### src/scs_pkg.sv
// shared constants and types of the conversion sequencer
package scs_pkg;

  ////////////////////////////////////////////////////////////////////////////
  // resolution and output codes
  localparam int RES_BITS = 16;
  localparam logic [15:0] CODE_ALL_ZEROS = 16'h0000;
  localparam logic [15:0] CODE_MIDSCALE = 16'h8000;
  localparam logic [15:0] CODE_ALL_ONES = 16'hffff;
  localparam logic [15:0] RESULT_RESET = 16'h0000;

  ////////////////////////////////////////////////////////////////////////////
  // timing: clock rate and documented analog phase times
  localparam int CLK_PERIOD_PS = 4000;
  localparam int ACQ_TIME_NS = 1800;
  localparam int CONV_MAX_NS = 3200;
  // least time rounds up
  localparam int ACQ_CYCLES =
    (ACQ_TIME_NS * 1000 + CLK_PERIOD_PS - 1) / CLK_PERIOD_PS;
  // longest time rounds down
  localparam int CONV_MAX_CYCLES = (CONV_MAX_NS * 1000) / CLK_PERIOD_PS;
  localparam int ACQ_CNT_BITS = 10;

  ////////////////////////////////////////////////////////////////////////////
  // internal conversion clock: system cycles per bit decision
  localparam int CONV_DIV = 8;
  // sequencer cycles outside the bit decisions
  localparam int SEQ_OVERHEAD = 3;

  ////////////////////////////////////////////////////////////////////////////
  // sequencer states
  typedef enum logic [2:0] {
    ST_ACQ,
    ST_OPEN_SW,
    ST_GND_ARRAY,
    ST_RESOLVE,
    ST_PWR_DOWN
  } scs_state_t;

endpackage : scs_pkg

### src/scs_conv_clk.sv
// internal conversion clock: one step pulse every DIV cycles while enabled
module scs_conv_clk
  import scs_pkg::*;
#(
  parameter int DIV = CONV_DIV
) (
  // clock and reset
  input wire logic clk,
  input wire logic rst_n,
  // control
  input wire logic en,
  output logic tick
);

  localparam int CW = $clog2(DIV + 1);
  localparam logic [CW-1:0] LAST = CW'(DIV - 1);
  localparam logic [CW-1:0] ONE = CW'(1);

  if (DIV < 2) begin : g_div_check
    $error("scs_conv_clk: DIV must be at least 2");
  end

  logic [CW-1:0] cnt;
  logic [CW-1:0] next_cnt;
  logic next_tick;

  ////////////////////////////////////////////////////////////////////////////
  // divider restarts whenever the enable drops
  always_comb begin
    next_cnt = '0;
    next_tick = 1'b0;
    if (en) begin
      next_cnt = (cnt == LAST) ? '0 : cnt + ONE;
      next_tick = (cnt == LAST); // RULE_06
    end
  end

  always_ff @(posedge clk or negedge rst_n) begin
    if (!rst_n) begin
      cnt <= '0;
      tick <= 1'b0;
    end else begin
      cnt <= next_cnt;
      tick <= next_tick;
    end
  end

  ////////////////////////////////////////////////////////////////////////////
  // step pulses are single cycles, never back to back
  tick_single_a: assert property (@(posedge clk) disable iff (!rst_n) // RULE_06
    tick |=> !tick)
    else $error("conversion clock tick lasted more than one cycle");

endmodule : scs_conv_clk

### src/scs_sar_reg.sv
// successive approximation register: trial word and bit pointer
module scs_sar_reg
  import scs_pkg::*;
#(
  parameter int WIDTH = RES_BITS
) (
  // clock and reset
  input wire logic clk,
  input wire logic rst_n,
  // control
  input wire logic load,
  input wire logic step,
  input wire logic comp_high,
  // state
  output logic [WIDTH-1:0] trial,
  output logic last
);

  if (WIDTH < 2) begin : g_width_check
    $error("scs_sar_reg: WIDTH must be at least 2");
  end

  // one-hot word holding only the most significant bit
  function automatic logic [WIDTH-1:0] msb_only();
    return {1'b1, {(WIDTH - 1){1'b0}}};
  endfunction : msb_only

  logic [WIDTH-1:0] mask;
  logic [WIDTH-1:0] next_mask;
  logic [WIDTH-1:0] next_trial;
  logic [WIDTH-1:0] kept;

  ////////////////////////////////////////////////////////////////////////////
  // decide the bit under test, then try the next lower weight
  always_comb begin
    kept = comp_high ? trial : (trial & ~mask);
    next_mask = mask;
    next_trial = trial;
    if (load) begin
      next_mask = msb_only(); // RULE_03
      next_trial = msb_only();
    end else if (step && (mask != '0)) begin
      next_mask = mask >> 1; // RULE_03
      next_trial = kept | (mask >> 1);
    end
  end

  assign last = step && mask[0] && !load;

  always_ff @(posedge clk or negedge rst_n) begin
    if (!rst_n) begin
      mask <= '0;
      trial <= '0;
    end else begin
      mask <= next_mask;
      trial <= next_trial;
    end
  end

  ////////////////////////////////////////////////////////////////////////////
  // a load always starts from the half-reference trial
  load_msb_a: assert property (@(posedge clk) disable iff (!rst_n) // RULE_03
    load |=> (trial == msb_only()) && (mask == msb_only()))
    else $error("trial word did not start at the most significant bit");

endmodule : scs_sar_reg

### src/sar_conversion_sequencer.sv
// control sequencer of a 16-bit successive approximation converter
//
// Summary of operation
// RULE_01 - a rising convert start after acquisition has run its time begins a conversion.
// RULE_02 - conversion opens the ground switches first, then moves both arrays to ground.
// RULE_03 - sixteen binary weighted decisions resolve the sample, most significant first.
// RULE_04 - after the last decision the core powers down and returns to acquisition alone.
// RULE_05 - at completion the code is produced and the busy indication falls with a done pulse.
// RULE_06 - bit decisions are paced by an internal conversion clock, not by any serial clock.
// RULE_07 - the result presented belongs to the conversion that just finished.
// RULE_08 - the host keeps its average start rate at or below 250 kSPS.
// RULE_09 - the output word is straight binary, midscale reading 8000.
// RULE_10 - an input above the reference span reads as the all-ones code.
// RULE_11 - an input below ground reads as the all-zeros code.
// RULE_12 - the result stays stable until the next conversion replaces it.
module sar_conversion_sequencer
  import scs_pkg::*;
#(
  parameter int DIV = CONV_DIV
) (
  // clock and reset
  input wire logic CLK,
  input wire logic NRST,
  // host request
  input wire logic CONVERT_START,
  // analog front end status
  input wire logic COMP_HIGH,
  input wire logic OVER_RANGE,
  input wire logic UNDER_RANGE,
  // switch and array control
  output logic POS_GROUND_SWITCH,
  output logic NEG_GROUND_SWITCH,
  output logic ARRAY_ON_INPUT,
  output logic [15:0] DAC_SWITCH,
  output logic POWER_UP,
  // result toward the readout port
  output logic BUSY,
  output logic CONV_DONE,
  output logic RESULT_VALID,
  output logic [15:0] RESULT
);

  localparam int RESOLVE_MAX = RES_BITS * DIV + 2;
  localparam logic [ACQ_CNT_BITS-1:0] ACQ_DONE_CNT = ACQ_CNT_BITS'(ACQ_CYCLES);
  localparam logic [ACQ_CNT_BITS-1:0] ACQ_ONE = ACQ_CNT_BITS'(1);

  ////////////////////////////////////////////////////////////////////////////
  // elaboration checks
  if (RES_BITS * DIV + SEQ_OVERHEAD > CONV_MAX_CYCLES) begin : g_time_check
    $error("sequencer: DIV too large for the longest conversion time");
  end
  if (ACQ_CYCLES >= (1 << ACQ_CNT_BITS)) begin : g_acq_check
    $error("sequencer: acquisition counter too narrow");
  end

  ////////////////////////////////////////////////////////////////////////////
  // reset release through two flip-flops
  logic [1:0] rst_sync;
  logic rst_n;

  always_ff @(posedge CLK or negedge NRST) begin
    if (!NRST) begin
      rst_sync <= 2'h0;
    end else begin
      rst_sync <= {rst_sync[0], 1'b1};
    end
  end

  assign rst_n = rst_sync[1];

  ////////////////////////////////////////////////////////////////////////////
  // declarations
  scs_state_t state;
  scs_state_t next_state;
  logic start_prev;
  logic start_rise;
  logic [ACQ_CNT_BITS-1:0] acq_cnt;
  logic [ACQ_CNT_BITS-1:0] next_acq_cnt;
  logic acq_done;
  logic clamp_hi;
  logic clamp_lo;
  logic next_clamp_hi;
  logic next_clamp_lo;
  logic step;
  logic tick;
  logic last_step;
  logic sar_load;
  logic [15:0] sar_trial;
  logic next_pos_sw;
  logic next_neg_sw;
  logic next_array_in;
  logic next_power_up;
  logic next_busy;
  logic next_done;
  logic next_valid;
  logic [15:0] next_result;

  ////////////////////////////////////////////////////////////////////////////
  // internal conversion clock and approximation register
  assign step = tick && (state == ST_RESOLVE);
  assign sar_load = (state == ST_GND_ARRAY);

  scs_conv_clk #(
    .DIV(DIV)
  ) u_conv_clk (
    .clk(CLK),
    .rst_n(rst_n),
    .en(state == ST_RESOLVE), // RULE_06
    .tick(tick)
  );

  scs_sar_reg #(
    .WIDTH(RES_BITS)
  ) u_sar (
    .clk(CLK),
    .rst_n(rst_n),
    .load(sar_load),
    .step(step),
    .comp_high(COMP_HIGH),
    .trial(sar_trial),
    .last(last_step)
  );

  ////////////////////////////////////////////////////////////////////////////
  // start edge and acquisition timer
  assign start_rise = CONVERT_START && !start_prev;
  assign acq_done = (acq_cnt == ACQ_DONE_CNT);

  always_comb begin
    next_acq_cnt = '0;
    if (state == ST_ACQ) begin
      next_acq_cnt = acq_done ? acq_cnt : acq_cnt + ACQ_ONE;
    end
  end

  ////////////////////////////////////////////////////////////////////////////
  // sequencer next state and clamp capture
  always_comb begin
    next_state = state;
    next_clamp_hi = clamp_hi;
    next_clamp_lo = clamp_lo;
    case (state)
      ST_ACQ: begin
        if (start_rise && acq_done) begin
          next_state = ST_OPEN_SW; // RULE_01
          next_clamp_hi = OVER_RANGE;
          next_clamp_lo = UNDER_RANGE && !OVER_RANGE;
        end
      end
      ST_OPEN_SW: begin
        next_state = ST_GND_ARRAY; // RULE_02
      end
      ST_GND_ARRAY: begin
        next_state = ST_RESOLVE;
      end
      ST_RESOLVE: begin
        if (last_step) begin
          next_state = ST_PWR_DOWN;
        end
      end
      ST_PWR_DOWN: begin
        next_state = ST_ACQ; // RULE_04
      end
      default: begin
        next_state = ST_ACQ;
      end
    endcase
  end

  ////////////////////////////////////////////////////////////////////////////
  // output values follow the next state so every output is a flip-flop
  always_comb begin
    next_pos_sw = 1'b1;
    next_neg_sw = 1'b1;
    next_array_in = 1'b1;
    next_power_up = 1'b0;
    next_busy = 1'b0;
    case (next_state)
      ST_OPEN_SW: begin
        next_pos_sw = 1'b0; // RULE_02
        next_neg_sw = 1'b0;
        next_power_up = 1'b1;
        next_busy = 1'b1;
      end
      ST_GND_ARRAY, ST_RESOLVE: begin
        next_pos_sw = 1'b0;
        next_neg_sw = 1'b0;
        next_array_in = 1'b0; // RULE_02
        next_power_up = 1'b1;
        next_busy = 1'b1;
      end
      ST_PWR_DOWN: begin
        next_pos_sw = 1'b0;
        next_neg_sw = 1'b0;
        next_array_in = 1'b0;
      end
      default: begin
        next_pos_sw = 1'b1;
      end
    endcase
  end

  ////////////////////////////////////////////////////////////////////////////
  // result: straight binary, clamped at the end codes, held until replaced
  always_comb begin
    next_done = 1'b0;
    next_valid = RESULT_VALID;
    next_result = RESULT; // RULE_12
    if (state == ST_RESOLVE && last_step) begin
      next_done = 1'b1; // RULE_05
      next_valid = 1'b1;
      if (clamp_hi) begin
        next_result = CODE_ALL_ONES; // RULE_10
      end else if (clamp_lo) begin
        next_result = CODE_ALL_ZEROS; // RULE_11
      end else begin
        // the lowest bit is decided by this very tick's comparator
        next_result = {sar_trial[15:1], COMP_HIGH}; // RULE_07 RULE_09
      end
    end
  end

  ////////////////////////////////////////////////////////////////////////////
  // state registers
  always_ff @(posedge CLK or negedge rst_n) begin
    if (!rst_n) begin
      state <= ST_ACQ;
      start_prev <= 1'b0;
      acq_cnt <= '0;
      clamp_hi <= 1'b0;
      clamp_lo <= 1'b0;
      POS_GROUND_SWITCH <= 1'b1;
      NEG_GROUND_SWITCH <= 1'b1;
      ARRAY_ON_INPUT <= 1'b1;
      POWER_UP <= 1'b0;
      BUSY <= 1'b0;
      CONV_DONE <= 1'b0;
      RESULT_VALID <= 1'b0;
      RESULT <= RESULT_RESET;
    end else begin
      state <= next_state;
      start_prev <= CONVERT_START;
      acq_cnt <= next_acq_cnt;
      clamp_hi <= next_clamp_hi;
      clamp_lo <= next_clamp_lo;
      POS_GROUND_SWITCH <= next_pos_sw;
      NEG_GROUND_SWITCH <= next_neg_sw;
      ARRAY_ON_INPUT <= next_array_in;
      POWER_UP <= next_power_up;
      BUSY <= next_busy;
      CONV_DONE <= next_done;
      RESULT_VALID <= next_valid;
      RESULT <= next_result;
    end
  end

  assign DAC_SWITCH = sar_trial;

  ////////////////////////////////////////////////////////////////////////////
  // checks
  start_accept_a: assert property (@(posedge CLK) disable iff (!rst_n) // RULE_01
    (state == ST_ACQ && start_rise && acq_done) |=>
      (state == ST_OPEN_SW) && BUSY && POWER_UP)
    else $error("qualified start did not begin a conversion");

  early_start_a: assert property (@(posedge CLK) disable iff (!rst_n) // RULE_01
    (state == ST_ACQ && !acq_done) |=> (state == ST_ACQ))
    else $error("conversion began before acquisition ended");

  switch_order_a: assert property (@(posedge CLK) disable iff (!rst_n) // RULE_02
    (state == ST_OPEN_SW) |->
      (!POS_GROUND_SWITCH && !NEG_GROUND_SWITCH && ARRAY_ON_INPUT)
      ##1 (!POS_GROUND_SWITCH && !ARRAY_ON_INPUT))
    else $error("ground switches and arrays switched out of order");

  msb_first_a: assert property (@(posedge CLK) disable iff (!rst_n) // RULE_03
    $rose(state == ST_RESOLVE) |-> (DAC_SWITCH == CODE_MIDSCALE))
    else $error("first trial was not the half-reference weight");

  resolve_len_a: assert property (@(posedge CLK) disable iff (!rst_n) // RULE_06
    $rose(state == ST_RESOLVE) |-> ##[1:RESOLVE_MAX] CONV_DONE)
    else $error("bit decisions did not finish in time");

  power_down_a: assert property (@(posedge CLK) disable iff (!rst_n) // RULE_04
    CONV_DONE |-> !POWER_UP ##1 (state == ST_ACQ) && ARRAY_ON_INPUT
      && POS_GROUND_SWITCH && NEG_GROUND_SWITCH)
    else $error("core did not power down and return to acquisition");

  done_busy_a: assert property (@(posedge CLK) disable iff (!rst_n) // RULE_05
    CONV_DONE |-> !BUSY && $past(BUSY) && RESULT_VALID)
    else $error("done pulse not aligned with busy falling");

  fresh_result_a: assert property (@(posedge CLK) disable iff (!rst_n) // RULE_07
    (CONV_DONE && !clamp_hi && !clamp_lo) |-> (RESULT == DAC_SWITCH))
    else $error("result does not match the conversion just made");

  over_clamp_a: assert property (@(posedge CLK) disable iff (!rst_n) // RULE_10
    (CONV_DONE && clamp_hi) |-> (RESULT == CODE_ALL_ONES))
    else $error("overrange did not saturate high");

  under_clamp_a: assert property (@(posedge CLK) disable iff (!rst_n) // RULE_11
    (CONV_DONE && clamp_lo) |-> (RESULT == CODE_ALL_ZEROS))
    else $error("underrange did not saturate low");

  result_hold_a: assert property (@(posedge CLK) disable iff (!rst_n) // RULE_12
    (!CONV_DONE && $past(rst_n)) |-> $stable(RESULT))
    else $error("result changed without a new conversion");

  cover_conv_c: cover property (@(posedge CLK) disable iff (!rst_n)
    CONV_DONE && !clamp_hi && !clamp_lo);
  cover_over_c: cover property (@(posedge CLK) disable iff (!rst_n)
    CONV_DONE && clamp_hi);
  cover_under_c: cover property (@(posedge CLK) disable iff (!rst_n)
    CONV_DONE && clamp_lo);
  cover_ignored_c: cover property (@(posedge CLK) disable iff (!rst_n)
    start_rise && (state != ST_ACQ));

endmodule : sar_conversion_sequencer

### config.mk
export PLATFORM = sky130hd
export DESIGN_NAME = sar_conversion_sequencer
export DESIGN_NICKNAME = d
export VERILOG_FILES = /design/src/scs_pkg.sv /design/src/scs_conv_clk.sv /design/src/scs_sar_reg.sv /design/src/sar_conversion_sequencer.sv
export SDC_FILE = /design/constraint.sdc
export NUM_CORES = 1
export LEC_CHECK = 0
export BUFFER_PORTS_ARGS = -buffer_cell sky130_fd_sc_hd__buf_2
export CORE_MARGIN = 8
export CORE_UTILIZATION = 50
export DETAILED_ROUTE_END_ITERATION = 8
export PLACE_DENSITY = 0.7
export SYNTH_ARGS = -nofsm -noshare
export SYNTH_HDL_FRONTEND = slang
export SYNTH_SLANG_ARGS = --single-unit
### constraint.sdc
create_clock -name CLK -period 5.59 [get_ports CLK]
set_input_delay 1.677 -clock CLK [delete_from_list [all_inputs] [get_ports CLK]]
set_output_delay 1.677 -clock CLK [all_outputs]
set_load 0.05 [all_outputs]
==> results of run 1 <==
[metrics by stage]
stage / total power, W / std cells
CTS: 0.00102 / 395
finish: 0.00101 / 395
global placement: 0.000602 / 379
detailed placement: 0.000602 / 379
floorplan: 0.000592 / 273
global route: 0.00105 / 395
[cells in the final DEF, fill, tap and decap left out, types with 3 or more instances in the layout]
cell type  synthesis  routed
inv_1              4       4
and2_1             3       3
nand3_1            7       7
ha_1               3       3
xor2_1             7       7
clkbuf_8           0      11
buf_2              4      44
a21oi_1           19      19
a22o_1            13      13
nand2_1           35      35
dfrtp_1           74      73
nor4_1             4       4
o21ai_1           19      19
nand4_1            4       4
nor2_1            16      16
nand2b_1           4       4
a32o_1            14      14
[flip-flops by register name, summed over array words and instances, names as in the netlist]
register           flops
ARRAY_ON_INPUT         1
u_conv_clk.cnt         4
start_prev             1
clamp_lo               1
rst_sync               2
u_conv_clk.tick        1
state                  3
u_sar.mask            16
RESULT_VALID           1
NEG_GROUND_SWITCH      1
BUSY                   1
CONV_DONE              1
RESULT                16
u_sar.trial           16
clamp_hi               1
acq_cnt               10
[logic make-up (layout without fill, tap and decap cells)]
family	after synthesis	after routing	share of synthesized area (%)
AOI/OAI and AO/OA	71	71	15.7
DFF	76	76	60.8
muxes	2	2	0.798
and+or+nand+nor	88	88	15.2
buffers and inverters	23	68	3.63
adders and majority gates	3	3	1.20
other	1	1	0.120
xor gates and xnor gates	9	9	2.52
[worst max path at each step]
stage / endpoint / slack (ps) / cells past startpoint
final: NEG_GROUND_SWITCH / 2800 / 1
after global routing: NEG_GROUND_SWITCH / 2750 / 1
after CTS: NEG_GROUND_SWITCH / 2780 / 1
after detailed placement: u_sar.trial[14] / 2590 / 4
after global placement: u_sar.trial[1] / 2570 / 4
after floorplan: POS_GROUND_SWITCH / 3000 / 1
[routing by layer]
metal	wire length, um	vias up
met2	2850	41
met1	3020	1080
met3	331	7
li1	-	1050
met5	0	-
met4	87	0
[area by class of cell]
cell class                 count  area [um^2]
fill                         548         2630
sequential                    76         1910
multi-input combinational    174         1120
timing repair buffer          46          235
clock buffer                  12          155
tap                           77         96.3
clock inverter                 4         47.5
inverter                       6         22.5
[power breakdown]
| group | internal (W) | total, W | leakage (nW) | switching, W |
|---|---|---|---|---|
| combinational | 0.00000781 | 0.0000331 | 0.582 | 0.0000253 |
| sequential | 0.000553 | 0.000558 | 0.998 | 0.00000431 |
| clock | 0.000229 | 0.000420 | 0.102 | 0.000191 |
[worst register-to-register path, stage by stage (launching register included)]
cell,delay [ps]
dfrtp_1,430
nor4_1,390
nand4_1,210
a21oi_1,830
a22o_1,250
==> impl_metrics.csv, run 1 <==
group,metric,value,unit
synth,netlist_instances,273,
layout,area_growth,14.2,%
pwr,powerDensity,283,nW/um^2
synth,dominantRegCellSynth,"dfrtp_1",
setup_path,worstSetupPathType,"flip-flop to primary output",
floorplanning,rows,29,
run,cap_violations,0,
global_routing,grt.busiest_layer,"met2",
setup_path,rr_startpoint,"u_sar.mask[12]",
clock_tree,cts_inserted_buffers,9,
sta,grt_setup_unrepaired,"false",
floorplanning,die_height,95.2,um
layout,finalNetCount,322,
sta,layout_setup_ws,2800,ps
synth,syn_nets,282,
clock_tree,cts.htree.levels,3,
setup_path,cp_slowest_stage_delay,520,ps
floorplanning,die_w,95.2,um
sta,period_needed,2790,ps
clock_tree,root_buffer,"clkbuf_8",
synth,seq_area_frac_synth,60.8,%
sta,tightest_slew,1080,ps
synth,yosysWarnings,0,
setup_path,crit_fanout,2,
sta,hold_violations,0,
synth,syn_area,3130,um^2
global_routing,antenna_found_initial,0,
floorplanning,io_pins,45,
routing,wl,6290,um
clock_tree,clkTransAtPathRegs,70,ps
outcome,status,"finished, final reports clean",
setup_path,startpoint_type,"flip-flop",
pwr,p_leak,1.68,nW
synth,yosysMostFrequentCell,"dfrtp_1",
setup_path,cp_num_buf_inv,1,
sta,slew-limit-headroom,28.0,%
floorplanning,fp.coreArea,6200,um^2
routing,drtIter0Drc,162,
global_routing,grt.overflow.total,0,
routing,drtPass1Iterations,4,
synth,synthTopCellsByCount,"dfrtp_1, nand2_1, a21oi_1, o21ai_1, nor2_1",
hold_path,min_path_cells,0,
clock_tree,clock-sinks,76,
setup_path,worstSetupEndpointType,"primary output",
sta,fin_setup_tns,0,ps
sta,finalSetupViolations,0,
clock_tree,cts_max_path_buffers,2,
global_routing,grt_max_degree,75,
synth,synth-edff-count,0,
setup_path,r2r_cells,4,
layout,fin_util,57.7,%
global_routing,grt_pass1_vias,2113,
sta,skew,8.69,ps
floorplanning,dieArea,9060,um^2
pwr,peakVddDrop,0.166,mV
global_routing,use_met1,20.7,%
setup_path,path_cells,"buf_2",
routing,vias,2178,
sta,period_share,49.9,%
sta,maxSlewViolCount,0,
clock_tree,cts_tree,"yes",
placed_design,place_area,3380,um^2
sta,hold_slack,355,ps
setup_path,reg2reg_slack,3410,ps
synth,synth_area_leaders,"dfrtp_1, a32o_1, nand2_1, a22o_1, a21oi_1",
setup_path,critPathLaunch,"NEG_GROUND_SWITCH",
clock_tree,cts.repair.resized,0,
layout,final_cell_area,3580,um^2
global_routing,track_usage,15.1,%
hold_path,hp-class,"flip-flop to flip-flop",
synth,synth_cell_type_count,44,
global_routing,grt_util_met2,21.9,%
routing,route.antenna.remaining_nets,0,
setup_path,worst-endpoint-arrival,1110,ps
layout,n_antenna_cell,0,
layout,layout-drive-gt1-share,23.0,%
placed_design,globalplace.congestion,0.790,
global_routing,use_met3,4.57,%
floorplanning,initial_core_util,50.5,%
setup_path,crit_slowest_cell,"dfstp_2",
setup_path,cp.required,3910,ps
setup_path,cp_top_family,"flip-flops",
synth,syn_area_per_cell,11.5,um^2
sta,max_clock_freq,358,MHz
clock_tree,clk_latency,340,ps
routing,drc,0,
synth,yosysTopAreaCell,"dfrtp_1",
hold_path,hold_end,"rst_sync[1]",
global_routing,grt_pass1_wl,10700,um
routing,wire_per_inst,15.9,um
placed_design,io_buffers,44,
hold_path,min_from,"rst_sync[0]",
routing,via_per_inst,5.51,
synth,synth-seq-cells,76,
setup_path,r2r-end,"u_sar.mask[5]",
clock_tree,ctsHoldBuffers,0,
clock_tree,cts_setup_buffers,0,
synth,async_flop_share,100,%
placed_design,dp_slack,2590,ps
placed_design,hpwl,4280,um
synth,synth_top_area_share,59.1,%
(Power assumes the default switching activity.)
==> inputs of run 2 (changes only) <==
--- a/config.mk
+++ b/config.mk
@@ -5,11 +5,12 @@
 export SDC_FILE = /design/constraint.sdc
 export NUM_CORES = 1
 export LEC_CHECK = 0
+export ABC_AREA = 1
 export BUFFER_PORTS_ARGS = -buffer_cell sky130_fd_sc_hd__buf_2
 export CORE_MARGIN = 8
 export CORE_UTILIZATION = 50
 export DETAILED_ROUTE_END_ITERATION = 8
-export PLACE_DENSITY = 0.7
+export PLACE_DENSITY = 0.72
 export SYNTH_ARGS = -nofsm -noshare
 export SYNTH_HDL_FRONTEND = slang
 export SYNTH_SLANG_ARGS = --single-unit
==> constraint.sdc (replaced) <==
create_clock -name CLK -period 2.4 [get_ports CLK]
set_input_delay 0.72 -clock CLK [delete_from_list [all_inputs] [get_ports CLK]]
set_output_delay 0.72 -clock CLK [all_outputs]
set_load 0.05 [all_outputs]
==> run 2 against run 1 <==
  * Count of clock-buffer cells in the layout is 1 higher
  * Register-to-register slack worse by 2700 ps
  * Sequential share of layout area is 6.4 points lower
  * Clock skew hardly changed
  * Critical endpoint is now POS_GROUND_SWITCH
==> impl_metrics.csv, run 2 <==
group,metric,value,unit
layout,finalNetCount,491,
floorplanning,io_pins,45,
synth,dominantRegCellSynth,"dfrtp_1",
setup_path,crit_fanout,2,
sta,grt_setup_unrepaired,"false",
synth,synth_cell_type_count,28,
sta,period_share,77.0,%
clock_tree,root_buffer,"clkbuf_8",
sta,period_needed,1850,ps
outcome,status,"finished, final reports clean",
routing,drtPass1Iterations,4,
global_routing,track_usage,15.8,%
setup_path,worst-endpoint-arrival,1130,ps
routing,drc,0,
pwr,powerDensity,602,nW/um^2
synth,netlist_instances,441,
layout,area_growth,14.4,%
routing,wl,7350,um
pwr,peakVddDrop,0.394,mV
pwr,power.switching,0.000485,W
routing,drtIter0Drc,114,
sta,tightest_slew,561,ps
floorplanning,die_height,100,um
global_routing,antenna_found_initial,0,
synth,yosysWarnings,0,
sta,maxSlewViolCount,0,
layout,n_antenna_cell,0,
setup_path,startpoint_type,"flip-flop",
synth,synth-edff-count,0,
global_routing,grt_pass1_wl,12900,um
pwr,p_int,0.00196,W
synth,syn_area,3560,um^2
sta,max_clock_freq,541,MHz
clock_tree,clock-sinks,76,
synth,synth_top_area_share,52.1,%
layout,reg.largest.list,"RESULT x16, u_sar.mask x16, u_sar.trial x16",
pwr,p_leak,2.34,nW
pwr,pwr-share-clk,46.0,%
placed_design,hpwl,5020,um
routing,vias,2841,
layout,fin_cells,583,
pwr,comb_power_share,1.6,%
synth,synth_area_leaders,"dfrtp_1, nand2_1, nor2_1, inv_1, nand3_1",
placed_design,dp.cells,567,
hold_path,hp-class,"input port to asynchronous set/reset pin",
setup_path,cp_top_family,"flip-flops",
clock_tree,cts.repair.resized,0,
setup_path,cp_slowest_stage_delay,530,ps
sta,finalSetupViolations,0,
clock_tree,cts.htree.levels,3,
setup_path,worstSetupEndpointType,"primary output",
floorplanning,initial_core_util,52.1,%
clock_tree,ctsHoldBuffers,0,
synth,seq_area_frac_synth,53.6,%
sta,hold_violations,0,
routing,wire_per_inst,12.6,um
synth,yosysMostFrequentCell,"nand2_1",
synth,syn_area_per_cell,8.06,um^2
synth,synthTopCellsByCount,"nand2_1, dfrtp_1, nor2_1",
global_routing,grt_max_degree,75,
synth,async_flop_share,100,%
setup_path,cp_num_buf_inv,1,
run,cap_violations,0,
routing,via_per_inst,4.87,
synth,synth-seq-cells,76,
clock_tree,cts_tree,"yes",
synth,syn_nets,450,
pwr,pwr-share-seq,52.5,%
global_routing,grt.overflow.total,0,
global_routing,grt_pass1_vias,2757,
layout,n_fill_cell,656,
synth,yosysTopAreaCell,"dfrtp_1",
clock_tree,clk_latency,340,ps
sta,skew,8.69,ps
layout,register_area,1910,um^2
setup_path,crit_slowest_cell,"dfstp_2",
floorplanning,die_w,100,um
placed_design,globalplace.congestion,0.783,
setup_path,worstSetupPathType,"flip-flop to primary output",
pwr,swShare,19.8,%
clock_tree,cts_inserted_buffers,9,
layout,mostFrequentLayoutCells,"nand2_1, dfrtp_1, nor2_1",
setup_path,cp.required,1680,ps
floorplanning,dieArea,10100,um^2
floorplanning,fp.coreArea,6830,um^2
sta,slew-limit-headroom,62.6,%
setup_path,path_cells,"buf_2",
layout,final_common_cell,"nand2_1",
layout,layout-drive-gt1-share,15.2,%
routing,route.antenna.remaining_nets,0,
clock_tree,clkTransAtPathRegs,80,ps
sta,fin_setup_tns,0,ps
layout,multiInputGateArea,1340,um^2
clock_tree,cts_max_path_buffers,2,
floorplanning,rows,30,
placed_design,io_buffers,44,
clock_tree,cts_setup_buffers,0,
-- run 2: cell types whose count changed after synthesis, moves of 4 or more --
cell / previous run / this run
a21oi_1: 19 / 6
a22o_1: 13 / 0
a32o_1: 14 / 0
inv_1: 4 / 50
nand2_1: 35 / 135
nand2b_1: 4 / 0
nand3_1: 7 / 26
nand3b_1: 2 / 16
nor2_1: 16 / 61
nor4_1: 4 / 0
o21ai_0: 1 / 25
o21ai_1: 19 / 1
xor2_1: 7 / 2
-- run 2: routing by layer --
metal / vias to the layer above / wire length (um) / GRT usage (%)
li1: 1444 / - / -
met1: 1344 / 3560 / 20.0
met2: 44 / 3400 / 25.7
met3: 9 / 275 / 3.25
met4: 0 / 109 / 5.93
met5: - / 0 / 0
-- run 2: kinds of logic after synthesis --
group	Yosys count	synth area share (%)
compound gates	32	4.50
flops	76	53.6
other cells	1	0.105
simple gates	256	31.5
fa+ha+maj	3	1.06
buf+inv	71	8.76
xor+xnor	2	0.493
-- run 2: power groups by stage --
stage / Sequential [W] / Combinational [W] / Clock [W]
3_5_place_dp: 0.00131 / 0.0000408 / 0
3_3_place_gp: 0.00131 / 0.0000403 / 0
2_1_floorplan: 0.00133 / 0.00000640 / 0
6_report: 0.00128 / 0.0000387 / 0.00112
4_1_cts: 0.00128 / 0.0000409 / 0.00115
5_1_grt: 0.00128 / 0.0000464 / 0.00121
-- run 2: per-stage QoR --
step	instance area [um^2]	util [%]	setup slack [ps]	power (W)	hold slack, ps
global route	4070	59.5	506	0.00254	134
CTS	4070	59.5	542	0.00247	142
global placement	3830	56.1	727	0.00135	313
finish	4070	59.5	552	0.00245	146
detailed placement	3830	56.1	688	0.00135	317
floorplan	3560	-	130	0.00133	331
-- run 2: area by class of cell --
class | count | share of cell area, %
Clock buffer | 13 | 4.15
Clock inverter | 3 | 1.66
Inverter | 53 | 4.95
Multi-Input combinational cell | 294 | 33.0
Sequential cell | 76 | 46.9
Tap cell | 96 | 2.95
Timing Repair Buffer | 48 | 6.46
-- run 2: final timing paths --
path / startpoint / to / slack, ps / cells after the start
min in group CLK: rst_sync[0] / rst_sync[1] / 360 / 0
max in group asynchronous: rst_sync[1] / ARRAY_ON_INPUT / 1760 / 1
hold reg to reg: rst_sync[1] / u_sar.mask[11] / 280 / 1
hold / removal: NRST / rst_sync[1] / 150 / 1
setup reg to reg: state[2] / u_sar.trial[0] / 680 / 8
setup / recovery: NEG_GROUND_SWITCH / POS_GROUND_SWITCH / 550 / 1
==> inputs of run 3 (changes only) <==
==> constraint.sdc (replaced) <==
create_clock -name CLK -period 1.7 [get_ports CLK]
set_input_delay 0.51 -clock CLK [delete_from_list [all_inputs] [get_ports CLK]]
set_output_delay 0.51 -clock CLK [all_outputs]
set_load 0.05 [all_outputs]
==> run 3 against run 2 <==
  * Via count grew 0.28%
  * Clock skew rose by 0.72 ps
  * Final area down 0.80%
  * Core utilization shrank 0.48 points
  * Die area unchanged
  * Flip-flop and latch count unchanged
  * Clock power is 9% higher
  * Register-to-register slack worse by 500 ps
  * Total power is 26% higher
  * Wire length increased by 2.7%
  * Final cell count rose by 1.0%
  * Critical path type unchanged
  * Largest power group unchanged
==> impl_metrics.csv, run 3 (synthesized netlist as in run 2, its figures left out) <==
group,metric,value,unit
clock_tree,clock-sinks,76,
sta,fin_setup_tns,0,ps
floorplanning,dieArea,10100,um^2
global_routing,grt_pass1_vias,2845,
pwr,comb_power_share,1.9,%
layout,register_area,1910,um^2
clock_tree,clk_latency,350,ps
clock_tree,cts_max_path_buffers,2,
routing,wl_met2,3450,um
layout,layout-drive-gt1-share,16.0,%
setup_path,worstSetupPathType,"flip-flop to primary output",
sta,tightest_slew,540,ps
layout,finalNetCount,497,
clock_tree,cts.repair.resized,0,
setup_path,cp_top_family,"flip-flops",
setup_path,cp.required,1190,ps
sta,maxSlewViolCount,0,
run,cap_violations,0,
floorplanning,initial_core_util,52.1,%
pwr,pwr-share-clk,39.4,%
placed_design,dp_slack,187,ps
setup_path,cp_slowest_stage_delay,540,ps
routing,vias,2849,
placed_design,io_buffers,44,
sta,hold_slack,42.0,ps
sta,max_clock_freq,605,MHz
pwr,swShare,23.8,%
placed_design,hpwl,5380,um
pwr,p_leak,2.33,nW
floorplanning,rows,30,
layout,final_cell_area,4030,um^2
setup_path,startpoint_type,"flip-flop",
setup_path,worstSetupEndpointType,"primary output",
global_routing,track_usage,16.1,%
clock_tree,root_buffer,"clkbuf_8",
sta,skew,9.41,ps
sta,grt_setup_unrepaired,"false",
layout,reg.largest.list,"RESULT x16, u_sar.mask x16, u_sar.trial x16",
clock_tree,cts.htree.levels,3,
pwr,pwr-share-seq,58.7,%
global_routing,grt.overflow.total,0,
setup_path,cp_num_buf_inv,1,
clock_tree,cts_inserted_buffers,9,
floorplanning,die_w,100,um
layout,mostFrequentLayoutCells,"nand2_1, dfrtp_1, nor2_1",
pwr,power.switching,0.000733,W
clock_tree,cts_setup_buffers,0,
global_routing,grt_max_degree,45,
layout,n_antenna_cell,0,
routing,via_per_inst,4.84,
routing,wl,7540,um
layout,n_fill_cell,638,
outcome,status,"finished, final reports clean",
sta,period_needed,1650,ps
hold_path,hp-class,"flip-flop to asynchronous set/reset pin",
routing,drtPass1Iterations,4,
layout,multiInputGateArea,1340,um^2
layout,area_growth,13.4,%
placed_design,globalplace.congestion,0.837,
routing,drc,0,
global_routing,grt_pass1_wl,13000,um
routing,dr_wl_met3,369,um
clock_tree,clkTransAtPathRegs,80,ps
sta,hold_violations,0,
setup_path,crit_fanout,2,
pwr,p_int,0.00235,W
setup_path,worst-endpoint-arrival,1140,ps
floorplanning,fp.coreArea,6830,um^2
routing,wire_per_inst,12.8,um
sta,finalSetupViolations,0,
pwr,peakVddDrop,0.412,mV
floorplanning,die_height,100,um
setup_path,crit_slowest_cell,"dfstp_2",
routing,route.antenna.remaining_nets,0,
sta,period_share,97.2,%
sta,slew-limit-headroom,64.0,%
layout,fin_util,59.0,%
clock_tree,cts_tree,"yes",
routing,drtIter0Drc,174,
routing,dr.max_layer_used,"met4",
routing,met1_length,3620,um
pwr,powerDensity,765,nW/um^2
sta,layout_setup_ws,46.9,ps
layout,final_common_cell,"nand2_1",
setup_path,path_cells,"buf_2",
floorplanning,io_pins,45,
global_routing,antenna_found_initial,0,
placed_design,place_area,3850,um^2
==> run 3: cell types whose count changed in the layout (fill, tap and decap cells not counted), sizes merged <==
| cell | delta |
|---|---|
| clkinv | +6 |
| clkinvlp | -1 |
| bufinv | -2 |
| clkbuf | -3 |
| buf | +5 |
| dlygate4sd3 | +1 |
==> run 3: metrics by stage <==
step,instances,total power (W)
2_1_floorplan,441,0.00188
3_3_place_gp,572,0.00191
3_5_place_dp,572,0.00191
4_1_cts,589,0.00312
5_1_grt,589,0.00319
6_report,589,0.00309
==> run 3: path summary, 6_finish.rpt <==
path	endpoint	start	cells after the start	slack (ps)
setup / recovery	NEG_GROUND_SWITCH	NEG_GROUND_SWITCH	1	50
hold / removal	RESULT_VALID	rst_sync[1]	0	40
setup reg to reg	clamp_lo	acq_cnt[0]	8	180
hold reg to reg	RESULT_VALID	rst_sync[1]	0	40
max in group asynchronous	RESULT[10]	rst_sync[1]	1	950
min in group CLK	start_prev	CONVERT_START	1	270
==> run 3: power groups by stage <==
stage	sequential [W]	clock [W]	combinational (W)
2_1_floorplan	0.00187	0	0.00000904
3_3_place_gp	0.00185	0	0.0000587
3_5_place_dp	0.00185	0	0.0000588
4_1_cts	0.00181	0.00125	0.0000606
5_1_grt	0.00181	0.00131	0.0000678
6_report	0.00181	0.00122	0.0000573
==> run 3: final cells by class <==
class / count / share of cell area (%)
clock buffer: 10 / 3.16
tap: 96 / 2.98
clock inverter: 6 / 1.02
timing repair buffer: 54 / 7.38
multi-input combinational: 294 / 33.2
inverter: 53 / 4.99
sequential: 76 / 47.2
==> run 3: timing repair <==
item | in CTS | in global routing
hold endpoints to repair | 2 | 0
hold buffers | 1 | 0
endpoints found under the setup margin | 0 | 0
==> run 3: routing by layer <==
layer  global-route usage, %  up-vias
li1                        -     1460
met1                    20.5     1327
met2                    25.6       54
met3                    4.43        8
met4                    6.05        0
met5                       0        -
